### config.mk
export PLATFORM = sky130hd
export DESIGN_NAME = gtc_timer_pair
export DESIGN_NICKNAME = d
export VERILOG_FILES = /design/src/gtc_timer_pair.sv /design/src/gtc_timer_unit.sv
export SDC_FILE = /design/constraint.sdc
export NUM_CORES = 1
export LEC_CHECK = 0
export ABC_CLOCK_PERIOD_IN_PS = 2100
export CAP_MARGIN = 40
export CORE_ASPECT_RATIO = 0.6
export CORE_MARGIN = 2
export CORE_UTILIZATION = 55
export DETAILED_ROUTE_END_ITERATION = 16
export DONT_BUFFER_PORTS = 1
export HOLD_SLACK_MARGIN = 0.03
export PLACE_DENSITY = 0.7
export REMOVE_ABC_BUFFERS = 1
export SETUP_SLACK_MARGIN = 0.02
export SLEW_MARGIN = 10
export SYNTH_ARGS = -nofsm -noshare
export SYNTH_HDL_FRONTEND = slang
export SYNTH_HIERARCHICAL = 1
export SYNTH_SLANG_ARGS = --single-unit
export TNS_END_PERCENT = 1
### constraint.sdc
create_clock -name CLK -period 2.1 [get_ports CLK]
set_input_delay 0.21 -clock CLK [delete_from_list [all_inputs] [get_ports CLK]]
set_output_delay 0.21 -clock CLK [all_outputs]
set_load 0.05 [all_outputs]
### src/gtc_timer_pair.sv
// Package and top level of the gated timer/counter pair with APB access.
// Assumes an APB master on CLK; pins arrive asynchronously.
// Behaviour
// - Each counter leaves reset in mode zero, the thirteen-bit mode.
// - Two mode-select bits per counter pick one of four modes.
// - A select bit picks internal clock ticks or count-pin pulses.
// - Each counter's overflow flag sits in the control register, set on overflow.
// - External request: low-level triggered if trigger bit clear, falling edge if set.
// - Level mode re-raises the request while pin stays low.
// - Gate bit set and gate pin low: counter holds even when running.
// - Gate bit set, run set: counts while gate pin is high.
// - Clearing run stops the counter at once, regardless of gate.
// - Mode one is a sixteen-bit up-counter, flags overflow, no reload.
// - Counter zero overflow vectors to code address 0x0B.
// - A request is taken only with no higher unmasked pending, nor equal or higher in service.
// - Both counters' bits share one control and one mode register.
// - Counter one behaves as counter zero with its own bits and pins.
package gtc_pkg;
	localparam int NUM_TIMERS = 2;
	localparam int NUM_SRC = 4;
	localparam int MODE0_LOW_BITS = 5;
	localparam logic [7:0] CNT_RESET = 8'h00;
	localparam logic [7:0] CTRL_RESET = 8'h00;
	localparam logic [7:0] MODE_RESET = 8'h00;
	localparam logic [3:0] MASK_RESET = 4'h0;
	// APB byte addresses
	localparam logic [7:0] ADDR_CTRL = 8'h00;
	localparam logic [7:0] ADDR_MODE = 8'h04;
	localparam logic [7:0] ADDR_COUNT0 = 8'h08;
	localparam logic [7:0] ADDR_COUNT1 = 8'h0C;
	localparam logic [7:0] ADDR_STATUS = 8'h10;
	localparam logic [7:0] ADDR_MASK = 8'h14;
	localparam logic [7:0] ADDR_TAKE = 8'h18;
	localparam logic [7:0] ADDR_DONE = 8'h1C;
	// Control register: per timer the fields step by CTRL_STRIDE
	localparam int CTRL_STRIDE = 2;
	localparam int CTRL_IT_POS = 0;
	localparam int CTRL_IE_POS = 1;
	localparam int CTRL_TR_POS = 4;
	localparam int CTRL_TF_POS = 5;
	// Mode register: one nibble per timer
	localparam int MODE_STRIDE = 4;
	localparam int MODE_M_POS = 0;
	localparam int MODE_CT_POS = 2;
	localparam int MODE_GATE_POS = 3;
	// Interrupt sources in priority order, highest first
	localparam int SRC_STRIDE = 2;
	localparam int SRC_EXT = 0;
	localparam int SRC_OVF = 1;
	localparam logic [7:0] VEC_BASE = 8'h03;
	localparam logic [7:0] VEC_STEP = 8'h08;
	localparam int TAKE_VALID_POS = 31;
	localparam int TAKE_SERV_POS = 8;

	typedef enum logic [1:0] {
		MODE_13BIT,
		MODE_16BIT,
		MODE_8BIT_RELOAD,
		MODE_SPLIT
	} gtc_mode_e;

	typedef struct packed {
		logic gate;
		logic counter_sel;
		gtc_mode_e mode;
	} gtc_cfg_s;

	typedef struct packed {
		logic wr_low;
		logic wr_high;
		logic [7:0] data_low;
		logic [7:0] data_high;
	} gtc_cnt_wr_s;
endpackage

`timescale 1ns/1ps
`default_nettype none
module gtc_timer_pair
	import gtc_pkg::*;
(
	// Clock, reset, enable
	input wire logic CLK,
	input wire logic RESET_N,
	input wire logic CE,
	// APB slave
	input wire logic PSEL,
	input wire logic PENABLE,
	input wire logic PWRITE,
	input wire logic [7:0] PADDR,
	input wire logic [31:0] PWDATA,
	input wire logic [3:0] PSTRB,
	output logic [31:0] PRDATA,
	output logic PREADY,
	output logic PSLVERR,
	// Pins, one bit per timer
	input wire logic [1:0] EXTERNAL_COUNT_PIN,
	input wire logic [1:0] EXTERNAL_GATE_PIN,
	// Interrupt
	output logic IRQ,
	output logic [7:0] TAKEN_VECTOR
);
	logic [7:0] timer_control_register;
	logic [7:0] timer_mode_register;
	logic [3:0] irq_mask;
	logic [3:0] in_service;
	logic [3:0] pending;
	logic [15:0] count_word [NUM_TIMERS];
	logic [NUM_TIMERS-1:0] overflow;
	logic [NUM_TIMERS-1:0] ext_event;
	logic [NUM_TIMERS-1:0] gate_sync;
	logic access;
	logic wr_en;
	logic rd_en;
	logic mapped;
	logic take_wr;
	logic done_wr;
	logic take_ok;
	logic [1:0] take_src;
	logic take_any;
	logic [3:0] take_clear;
	logic [3:0] done_clear;
	logic [31:0] next_rdata;

	// Access phase takes two cycles; PREADY comes from a flop
	assign access = PSEL & PENABLE;
	assign wr_en = access & PREADY & PWRITE;
	assign rd_en = access & ~PREADY & ~PWRITE;
	assign take_wr = wr_en & (PADDR == ADDR_TAKE);
	assign done_wr = wr_en & (PADDR == ADDR_DONE);

	always_comb
	begin
		mapped = 1'b1;
		case (PADDR)
		ADDR_CTRL, ADDR_MODE, ADDR_COUNT0, ADDR_COUNT1,
		ADDR_STATUS, ADDR_MASK, ADDR_TAKE, ADDR_DONE:
			mapped = 1'b1;
		default:
			mapped = 1'b0;
		endcase
	end

	// Pending flags in priority order
	genvar ch;
	generate
		for (ch = 0; ch < NUM_TIMERS; ch++)
		begin : g_src
			assign pending[ch*SRC_STRIDE+SRC_EXT] =
				timer_control_register[ch*CTRL_STRIDE+CTRL_IE_POS];
			assign pending[ch*SRC_STRIDE+SRC_OVF] =
				timer_control_register[ch*CTRL_STRIDE+CTRL_TF_POS];
		end
	endgenerate

	// Highest unmasked pending source; blocked by equal or higher service
	always_comb
	begin
		take_any = 1'b0;
		take_src = 2'd0;
		for (int k = NUM_SRC - 1; k >= 0; k--)
		begin
			if (pending[k] & irq_mask[k])
			begin
				take_any = 1'b1;
				take_src = k[1:0];
			end
		end
		take_ok = take_any;
		for (int k = 0; k < NUM_SRC; k++)
		begin
			if (in_service[k] && (k[1:0] <= take_src))
				take_ok = 1'b0;
		end
	end

	always_comb
	begin
		take_clear = 4'h0;
		done_clear = 4'h0;
		if (take_wr & take_ok)
			take_clear[take_src] = 1'b1;
		for (int k = NUM_SRC - 1; k >= 0; k--)
		begin
			if (in_service[k])
			begin
				done_clear = 4'h0;
				done_clear[k] = done_wr;
			end
		end
	end

	// Per-timer pins, flags and counter
	generate
		for (ch = 0; ch < NUM_TIMERS; ch++)
		begin : g_timer
			localparam int TF = ch * CTRL_STRIDE + CTRL_TF_POS;
			localparam int TR = ch * CTRL_STRIDE + CTRL_TR_POS;
			localparam int IE = ch * CTRL_STRIDE + CTRL_IE_POS;
			localparam int IT = ch * CTRL_STRIDE + CTRL_IT_POS;
			localparam int MB = ch * MODE_STRIDE;
			localparam int SE = ch * SRC_STRIDE + SRC_EXT;
			localparam int SO = ch * SRC_STRIDE + SRC_OVF;
			localparam logic [7:0] ADDR_CNT = ch == 0 ? ADDR_COUNT0
				: ADDR_COUNT1;
			logic gate_meta;
			logic gate_prev;
			logic count_meta;
			logic count_sync;
			logic count_prev;
			logic count_fall;
			gtc_cfg_s cfg;
			gtc_cnt_wr_s cnt_wr;
			logic ovf_clr;
			logic ext_clr;
			logic [7:0] cnt_low;
			logic [7:0] cnt_high;

			// Two flops before any logic sees a pin
			always_ff @(posedge CLK or negedge RESET_N)
			begin
				if (!RESET_N)
				begin
					gate_meta <= 1'b1;
					gate_sync[ch] <= 1'b1;
					gate_prev <= 1'b1;
					count_meta <= 1'b0;
					count_sync <= 1'b0;
					count_prev <= 1'b0;
				end
				else if (CE)
				begin
					gate_meta <= EXTERNAL_GATE_PIN[ch];
					gate_sync[ch] <= gate_meta;
					gate_prev <= gate_sync[ch];
					count_meta <= EXTERNAL_COUNT_PIN[ch];
					count_sync <= count_meta;
					count_prev <= count_sync;
				end
			end

			assign count_fall = count_prev & ~count_sync;
			// Level mode keeps asserting while the pin is low
			assign ext_event[ch] = timer_control_register[IT]
				? (gate_prev & ~gate_sync[ch])
				: ~gate_sync[ch];

			assign cfg.gate = timer_mode_register[MB+MODE_GATE_POS];
			assign cfg.counter_sel = timer_mode_register[MB+MODE_CT_POS];
			assign cfg.mode = gtc_mode_e'(
				timer_mode_register[MB+MODE_M_POS +: 2]);
			assign cnt_wr.wr_low = wr_en & (PADDR == ADDR_CNT) & PSTRB[0];
			assign cnt_wr.wr_high = wr_en & (PADDR == ADDR_CNT) & PSTRB[1];
			assign cnt_wr.data_low = PWDATA[7:0];
			assign cnt_wr.data_high = PWDATA[15:8];
			assign count_word[ch] = {cnt_high, cnt_low};

			// Clears: control write of zero, status write of one, take
			assign ovf_clr = (wr_en & (PADDR == ADDR_CTRL) & PSTRB[0]
				& ~PWDATA[TF])
				| (wr_en & (PADDR == ADDR_STATUS) & PSTRB[0] & PWDATA[SO])
				| take_clear[SO];
			assign ext_clr = (wr_en & (PADDR == ADDR_CTRL) & PSTRB[0]
				& ~PWDATA[IE])
				| (wr_en & (PADDR == ADDR_STATUS) & PSTRB[0] & PWDATA[SE])
				| take_clear[SE];

			// Flags: hardware set wins over any clear
			always_ff @(posedge CLK or negedge RESET_N)
			begin
				if (!RESET_N)
				begin
					timer_control_register[TF] <= CTRL_RESET[TF];
					timer_control_register[IE] <= CTRL_RESET[IE];
					timer_control_register[TR] <= CTRL_RESET[TR];
					timer_control_register[IT] <= CTRL_RESET[IT];
				end
				else if (CE)
				begin
					if (overflow[ch])
						timer_control_register[TF] <= 1'b1;
					else if (ovf_clr)
						timer_control_register[TF] <= 1'b0;
					if (ext_event[ch])
						timer_control_register[IE] <= 1'b1;
					else if (ext_clr)
						timer_control_register[IE] <= 1'b0;
					// Run and trigger type: software-owned, one writer
					if (wr_en && PADDR == ADDR_CTRL && PSTRB[0])
					begin
						timer_control_register[TR] <= PWDATA[TR];
						timer_control_register[IT] <= PWDATA[IT];
					end
				end
			end

			// Same unit for both timers, own bits and pins
			gtc_timer_unit u_unit (
				.clk(CLK),
				.rst_n(RESET_N),
				.ce(CE),
				.cfg(cfg),
				.run(timer_control_register[TR]),
				.gate_level(gate_sync[ch]),
				.count_fall(count_fall),
				.cnt_wr(cnt_wr),
				.count_low(cnt_low),
				.count_high(cnt_high),
				.overflow(overflow[ch])
			);
		end
	endgenerate

	// Mode register and mask
	always_ff @(posedge CLK or negedge RESET_N)
	begin
		if (!RESET_N)
		begin
			timer_mode_register <= MODE_RESET;
			irq_mask <= MASK_RESET;
		end
		else if (CE && wr_en && PSTRB[0])
		begin
			if (PADDR == ADDR_MODE)
				timer_mode_register <= PWDATA[7:0];
			if (PADDR == ADDR_MASK)
				irq_mask <= PWDATA[3:0];
		end
	end

	// Service tracking and vector of the request just taken
	always_ff @(posedge CLK or negedge RESET_N)
	begin
		if (!RESET_N)
		begin
			in_service <= 4'h0;
			TAKEN_VECTOR <= 8'h00;
		end
		else if (CE)
		begin
			in_service <= (in_service | take_clear) & ~done_clear;
			if (take_wr & take_ok)
				TAKEN_VECTOR <= VEC_BASE
					+ 8'(VEC_STEP * {6'h00, take_src});
		end
	end

	// Level interrupt while any unmasked flag stands
	always_ff @(posedge CLK or negedge RESET_N)
	begin
		if (!RESET_N)
			IRQ <= 1'b0;
		else if (CE)
			IRQ <= |(pending & irq_mask);
	end

	always_comb
	begin
		next_rdata = 32'h0000_0000;
		case (PADDR)
		ADDR_CTRL: next_rdata[7:0] = timer_control_register;
		ADDR_MODE: next_rdata[7:0] = timer_mode_register;
		ADDR_COUNT0: next_rdata[15:0] = count_word[0];
		ADDR_COUNT1: next_rdata[15:0] = count_word[1];
		ADDR_STATUS: next_rdata[3:0] = pending;
		ADDR_MASK: next_rdata[3:0] = irq_mask;
		ADDR_TAKE:
		begin
			next_rdata[7:0] = TAKEN_VECTOR;
			next_rdata[TAKE_SERV_POS +: 4] = in_service;
			next_rdata[TAKE_VALID_POS] = take_ok;
		end
		default: next_rdata = 32'h0000_0000;
		endcase
	end

	// APB answer: one wait state, error on unmapped address
	always_ff @(posedge CLK or negedge RESET_N)
	begin
		if (!RESET_N)
		begin
			PREADY <= 1'b0;
			PSLVERR <= 1'b0;
			PRDATA <= 32'h0000_0000;
		end
		else if (CE)
		begin
			PREADY <= access & ~PREADY;
			PSLVERR <= access & ~PREADY & ~mapped;
			if (rd_en)
				PRDATA <= next_rdata;
		end
	end
endmodule
`default_nettype wire

### src/gtc_timer_unit.sv
// One timer/counter: count registers, mode handling and overflow pulse.
// Assumes count_fall and gate_level are already synchronised to clk.
`timescale 1ns/1ps
`default_nettype none
module gtc_timer_unit
	import gtc_pkg::*;
(
	// Clock and reset
	input wire logic clk,
	input wire logic rst_n,
	input wire logic ce,
	// Setup from the mode and control registers
	input wire gtc_cfg_s cfg,
	input wire logic run,
	// Pin events
	input wire logic gate_level,
	input wire logic count_fall,
	// Software writes to the count bytes
	input wire gtc_cnt_wr_s cnt_wr,
	// State
	output logic [7:0] count_low,
	output logic [7:0] count_high,
	output logic overflow
);
	logic enable;
	logic tick;
	logic [12:0] next_thirteen;
	logic [15:0] next_sixteen;

	// Gate pin only matters while the gate bit is set
	assign enable = run & (~cfg.gate | gate_level);
	assign tick = enable & (cfg.counter_sel ? count_fall : 1'b1);
	assign next_thirteen = {count_high, count_low[MODE0_LOW_BITS-1:0]}
		+ 13'h0001;
	assign next_sixteen = {count_high, count_low} + 16'h0001;

	always_ff @(posedge clk or negedge rst_n)
	begin
		if (!rst_n)
		begin
			count_low <= CNT_RESET;
			count_high <= CNT_RESET;
			overflow <= 1'b0;
		end
		else if (ce)
		begin
			overflow <= 1'b0;
			if (tick)
			begin
				case (cfg.mode)
				MODE_13BIT:
				begin
					count_high <= next_thirteen[12:MODE0_LOW_BITS];
					count_low[MODE0_LOW_BITS-1:0] <=
						next_thirteen[MODE0_LOW_BITS-1:0];
					overflow <= &{count_high,
						count_low[MODE0_LOW_BITS-1:0]};
				end
				MODE_16BIT:
				begin
					// No reload here; software restores the start value
					{count_high, count_low} <= next_sixteen;
					overflow <= &{count_high, count_low};
				end
				MODE_8BIT_RELOAD:
				begin
					if (&count_low)
					begin
						count_low <= count_high;
						overflow <= 1'b1;
					end
					else
						count_low <= count_low + 8'h01;
				end
				default:
				begin
					// Split mode not modelled: counter holds
					count_low <= count_low;
				end
				endcase
			end
			// Software write wins over a tick in the same cycle
			if (cnt_wr.wr_low)
				count_low <= cnt_wr.data_low;
			if (cnt_wr.wr_high)
				count_high <= cnt_wr.data_high;
		end
	end
endmodule
`default_nettype wire

==> metrics.md <==
| Metric | Value |
|---|---|
| GPL Wtd Cong | `0.915` |
| Vias per cell | `6.75` |
| Die W | `140 um` |
| Fraction of the mapped netlist area in compound gates | `20.8%` |
| RSZ-0062 raised after global routing | `true` |
| CP max stage delay | `460 ps` |
| Post-synthesis instance total | `630` |
| Main combinational cell family by area after synthesis | `compound AO/OA/AOI/OAI gates` |
| Post-synthesis register bit count | `93` |
| FF/Latch Area | `2340 um^2` |
| Comb power frac | `8.0%` |
| CTS Buf Count | `9` |
| FMAX | `493 MHz` |
| Final Skew | `9.66 ps` |
| Switching part of the total power | `26.5%` |
| Total gr overflow | `0` |
| DRC viols | `8` |
| Seq/Total Area, Yosys | `38.2%` |
| Synthesized area | `6110 um^2` |
| Root Driver | `clkbuf_16` |
| Pre-antenna DRT Iters | `12` |
| Port bufs | `0` |
| Final ANT Viol Nets | `0` |
| VDD IR max | `0.402 mV` |
| Top post-synthesis cells by area | `dfrtp_1 (36%), mux2_2 (5.3%), nand2_1 (3.6%)` |
| Layout cells sized above 1 | `22.1%` |
| Hold WC Path Type | `in2async` |
| Final wirelength | `19500 um` |
| Commonest non-fill, non-tap cells in the layout | `dfrtp_1 (85), nand2_1 (58), buf_4 (56), nor2_1 (36)` |
| Starting Density | `57.1%` |
| Hold buffers post-CTS | `16` |
| Initial antenna violation count | `0` |
| Worst setup EP type | `register` |
| WP data required | `2330 ps` |
| Rel. slew slack | `61.6%` |
| Cell family with the largest share of critical-path delay | `simple AND/OR/NAND/NOR gates` |
| Num ports | `97` |
| Final setup vio count | `0` |
| P_int | `0.00293 W` |
| Max Buffers Root-to-Sink | `2` |
| Diodes inserted | `0` |
| Post-synth top area cell | `dfrtp_1` |
| Top-area cell type share of the netlist area | `35.6%` |
| Clock latency on the worst-skew pair | `340 ps` |
| Worst Tran Pin Value | `577 ps` |
| Period utilization | `96.5%` |
| Vias | `5586` |
| CTS tree | `built` |
| Final Hold Viols | `93` |
| P_leak | `3.04 nW` |
| Pwr/cell area | `570 nW/um^2` |
| Pins Over Slew Limit | `0` |
| Sequential Power Share | `50.1%` |
| Core Rows | `29` |
| Die height | `85.7 um` |
| Largest net degree at the start of global routing | `94` |
| Synth Area in Adders | `2.05%` |
| H-Tree Depth | `3` |
| Ys Warns | `6` |
| Violated checks | `DRC, hold timing` |
| EDFF count, synth | `0` |
| Netlist cell types | `78` |
| Most common cell after layout, fill and taps aside | `dfrtp_1` |
| Status | `complete, but fails checks` |
| Sw power | `0.00106 W` |
| Worst path arrival time | `2260 ps` |
| Period minus WS final | `2030 ps` |
| DR WL/cell | `23.6 um` |
| Die ar. | `12000 um^2` |
| Crit-path slowest cell | `and4_1` |
| Gr usage total | `33.1%` |
| WP depth | `5` |
| Main synth FF type | `dfrtp_1` |
| Number of global-route vias before repair | `5176` |
| Worst-path clk slew | `70 ps` |
| Max-cap violations | `0` |
| Core Util, Final | `65.4%` |
| Worst Setup Start Kind | `register` |
| Clock Sink Count | `93` |
| Synth Area in XOR/XNOR | `0.286%` |
| Cells along the critical path | `and4_1 -> buf_4 -> nand4_4 -> nor2_1 -> mux2_2` |
| HPWL after detailed placement | `13700 um` |
| Buf+Inv Stages, Crit Path | `1` |
| FF-to-FF path depth | `5` |
| First-pass GRT wire length | `30000 um` |
| Area growth from synthesis to layout | `14.4%` |
| DR iter-0 viols | `726` |
| Async SR Flop Fraction | `100%` |
| Core Area | `10700 um^2` |
| Multi-input gate area | `3520 um^2` |
| Worst hold slack | `-440 ps` |
| CP Class | `reg2reg` |
| Mux share of post-synthesis cell area | `12.5%` |
| Fraction of the mapped netlist area in simple logic gates | `20.4%` |
| CP max FO | `6` |
| Syn_area_per_cell | `9.71 um^2` |
| Fill cell count | `880` |
| Final #Nets | `747` |
| Clock Power Share | `41.9%` |
[power groups by stage]
stage / Clock [W] / Sequential (W) / Combinational (W)
after floorplan: 0 / 0.00203 / 0.000211
after global placement: 0 / 0.00203 / 0.000261
after detailed placement: 0 / 0.00203 / 0.000268
after CTS: 0.00169 / 0.00200 / 0.000308
after global routing: 0.00176 / 0.00201 / 0.000336
final: 0.00167 / 0.00200 / 0.000319
[timing repair]
action	4_1_cts	5_1_grt
resized for setup	0	10
hold endpoints to repair	131	93
setup endpoints to repair	0	13
setup buffers	0	0
[path summary, 6_finish.rpt]
check                                                  start                                 to  slack (ps)
hold / removal                                       RESET_N  g_timer[0].count_sync$_DFFE_PN0P_        -440
max in group asynchronous                            RESET_N           gate_sync[0]$_DFFE_PN1P_        2300
min in group CLK                                          CE   g_timer[0].gate_prev$_DFFE_PN1P_          40
setup reg to reg                          PREADY$_DFFE_PN0P_            irq_mask[2]$_DFFE_PN0P_          70
setup / recovery                          PREADY$_DFFE_PN0P_            irq_mask[2]$_DFFE_PN0P_          70
hold reg to reg            g_timer[1].count_prev$_DFFE_PN0P_  g_timer[1].count_prev$_DFFE_PN0P_         500
[synthesized netlist by cell type, types with 13 or more instances]
master / number
a311oi_1: 16
and3_1: 21
buf_4: 22
clkbuf_1: 16
dfrtp_1: 87
inv_1: 14
mux2_2: 29
mux2i_1: 18
nand2_1: 58
nand2b_1: 23
nand3_1: 20
nand4_1: 13
nor2_1: 36
o21ai_0: 29
o22ai_1: 13
[flip-flops by register name, summed over array words and instances, names as in the netlist, 2 cells and up]
| signal | count |
|---|---|
| g_timer.u_unit/count_high | 16 |
| g_timer.gate_meta | 2 |
| pending | 4 |
| timer_mode_register | 8 |
| in_service | 4 |
| g_timer.count_meta | 2 |
| timer_control_register | 4 |
| TAKEN_VECTOR | 3 |
| g_timer.u_unit/overflow | 2 |
| g_timer.count_prev | 2 |
| g_timer.u_unit/count_low | 16 |
| irq_mask | 4 |
| g_timer.gate_prev | 2 |
| g_timer.count_sync | 2 |
| gate_sync | 2 |
| PRDATA | 17 |
[final cells by class]
type / count / share of cell area [%]
clock inverters: 7 / 1.07
clock buffers: 9 / 3.22
inverters: 16 / 0.912
flip-flops and latches: 93 / 33.4
well taps: 139 / 2.49
multi-input cells: 489 / 50.2
repair buffers: 74 / 8.67
[cells by family (layout without fill, tap and decap cells)]
logic type / Yosys count / after routing
compound gates: 171 / 171
xor+xnor: 2 / 2
fa+ha+maj: 10 / 10
buf+inv: 66 / 106
flops: 93 / 93
mux: 62 / 62
other cells: 1 / 19
simple gates: 225 / 225
[routing by layer]
metal,track usage [%],up-vias,routed length (um)
met5,0,-,0
met4,7.44,0,238
met3,12.2,25,2610
met2,46.5,363,7980
met1,48.8,2733,8670
li1,-,2465,-
[per-stage QoR]
stage	cell area, um^2	setup slack, ps	instances	total power (W)	setup TNS (ps)
finish	7000	73.1	827	0.00399	0
global route	7000	0.521	827	0.00411	0
CTS	6950	81.0	826	0.00400	0
detailed placement	6490	-195	794	0.00230	-3780
global placement	6490	-147	794	0.00229	-2020
floorplan	5890	-661	598	0.00224	-13530
Power figures use the tool's default switching activity.
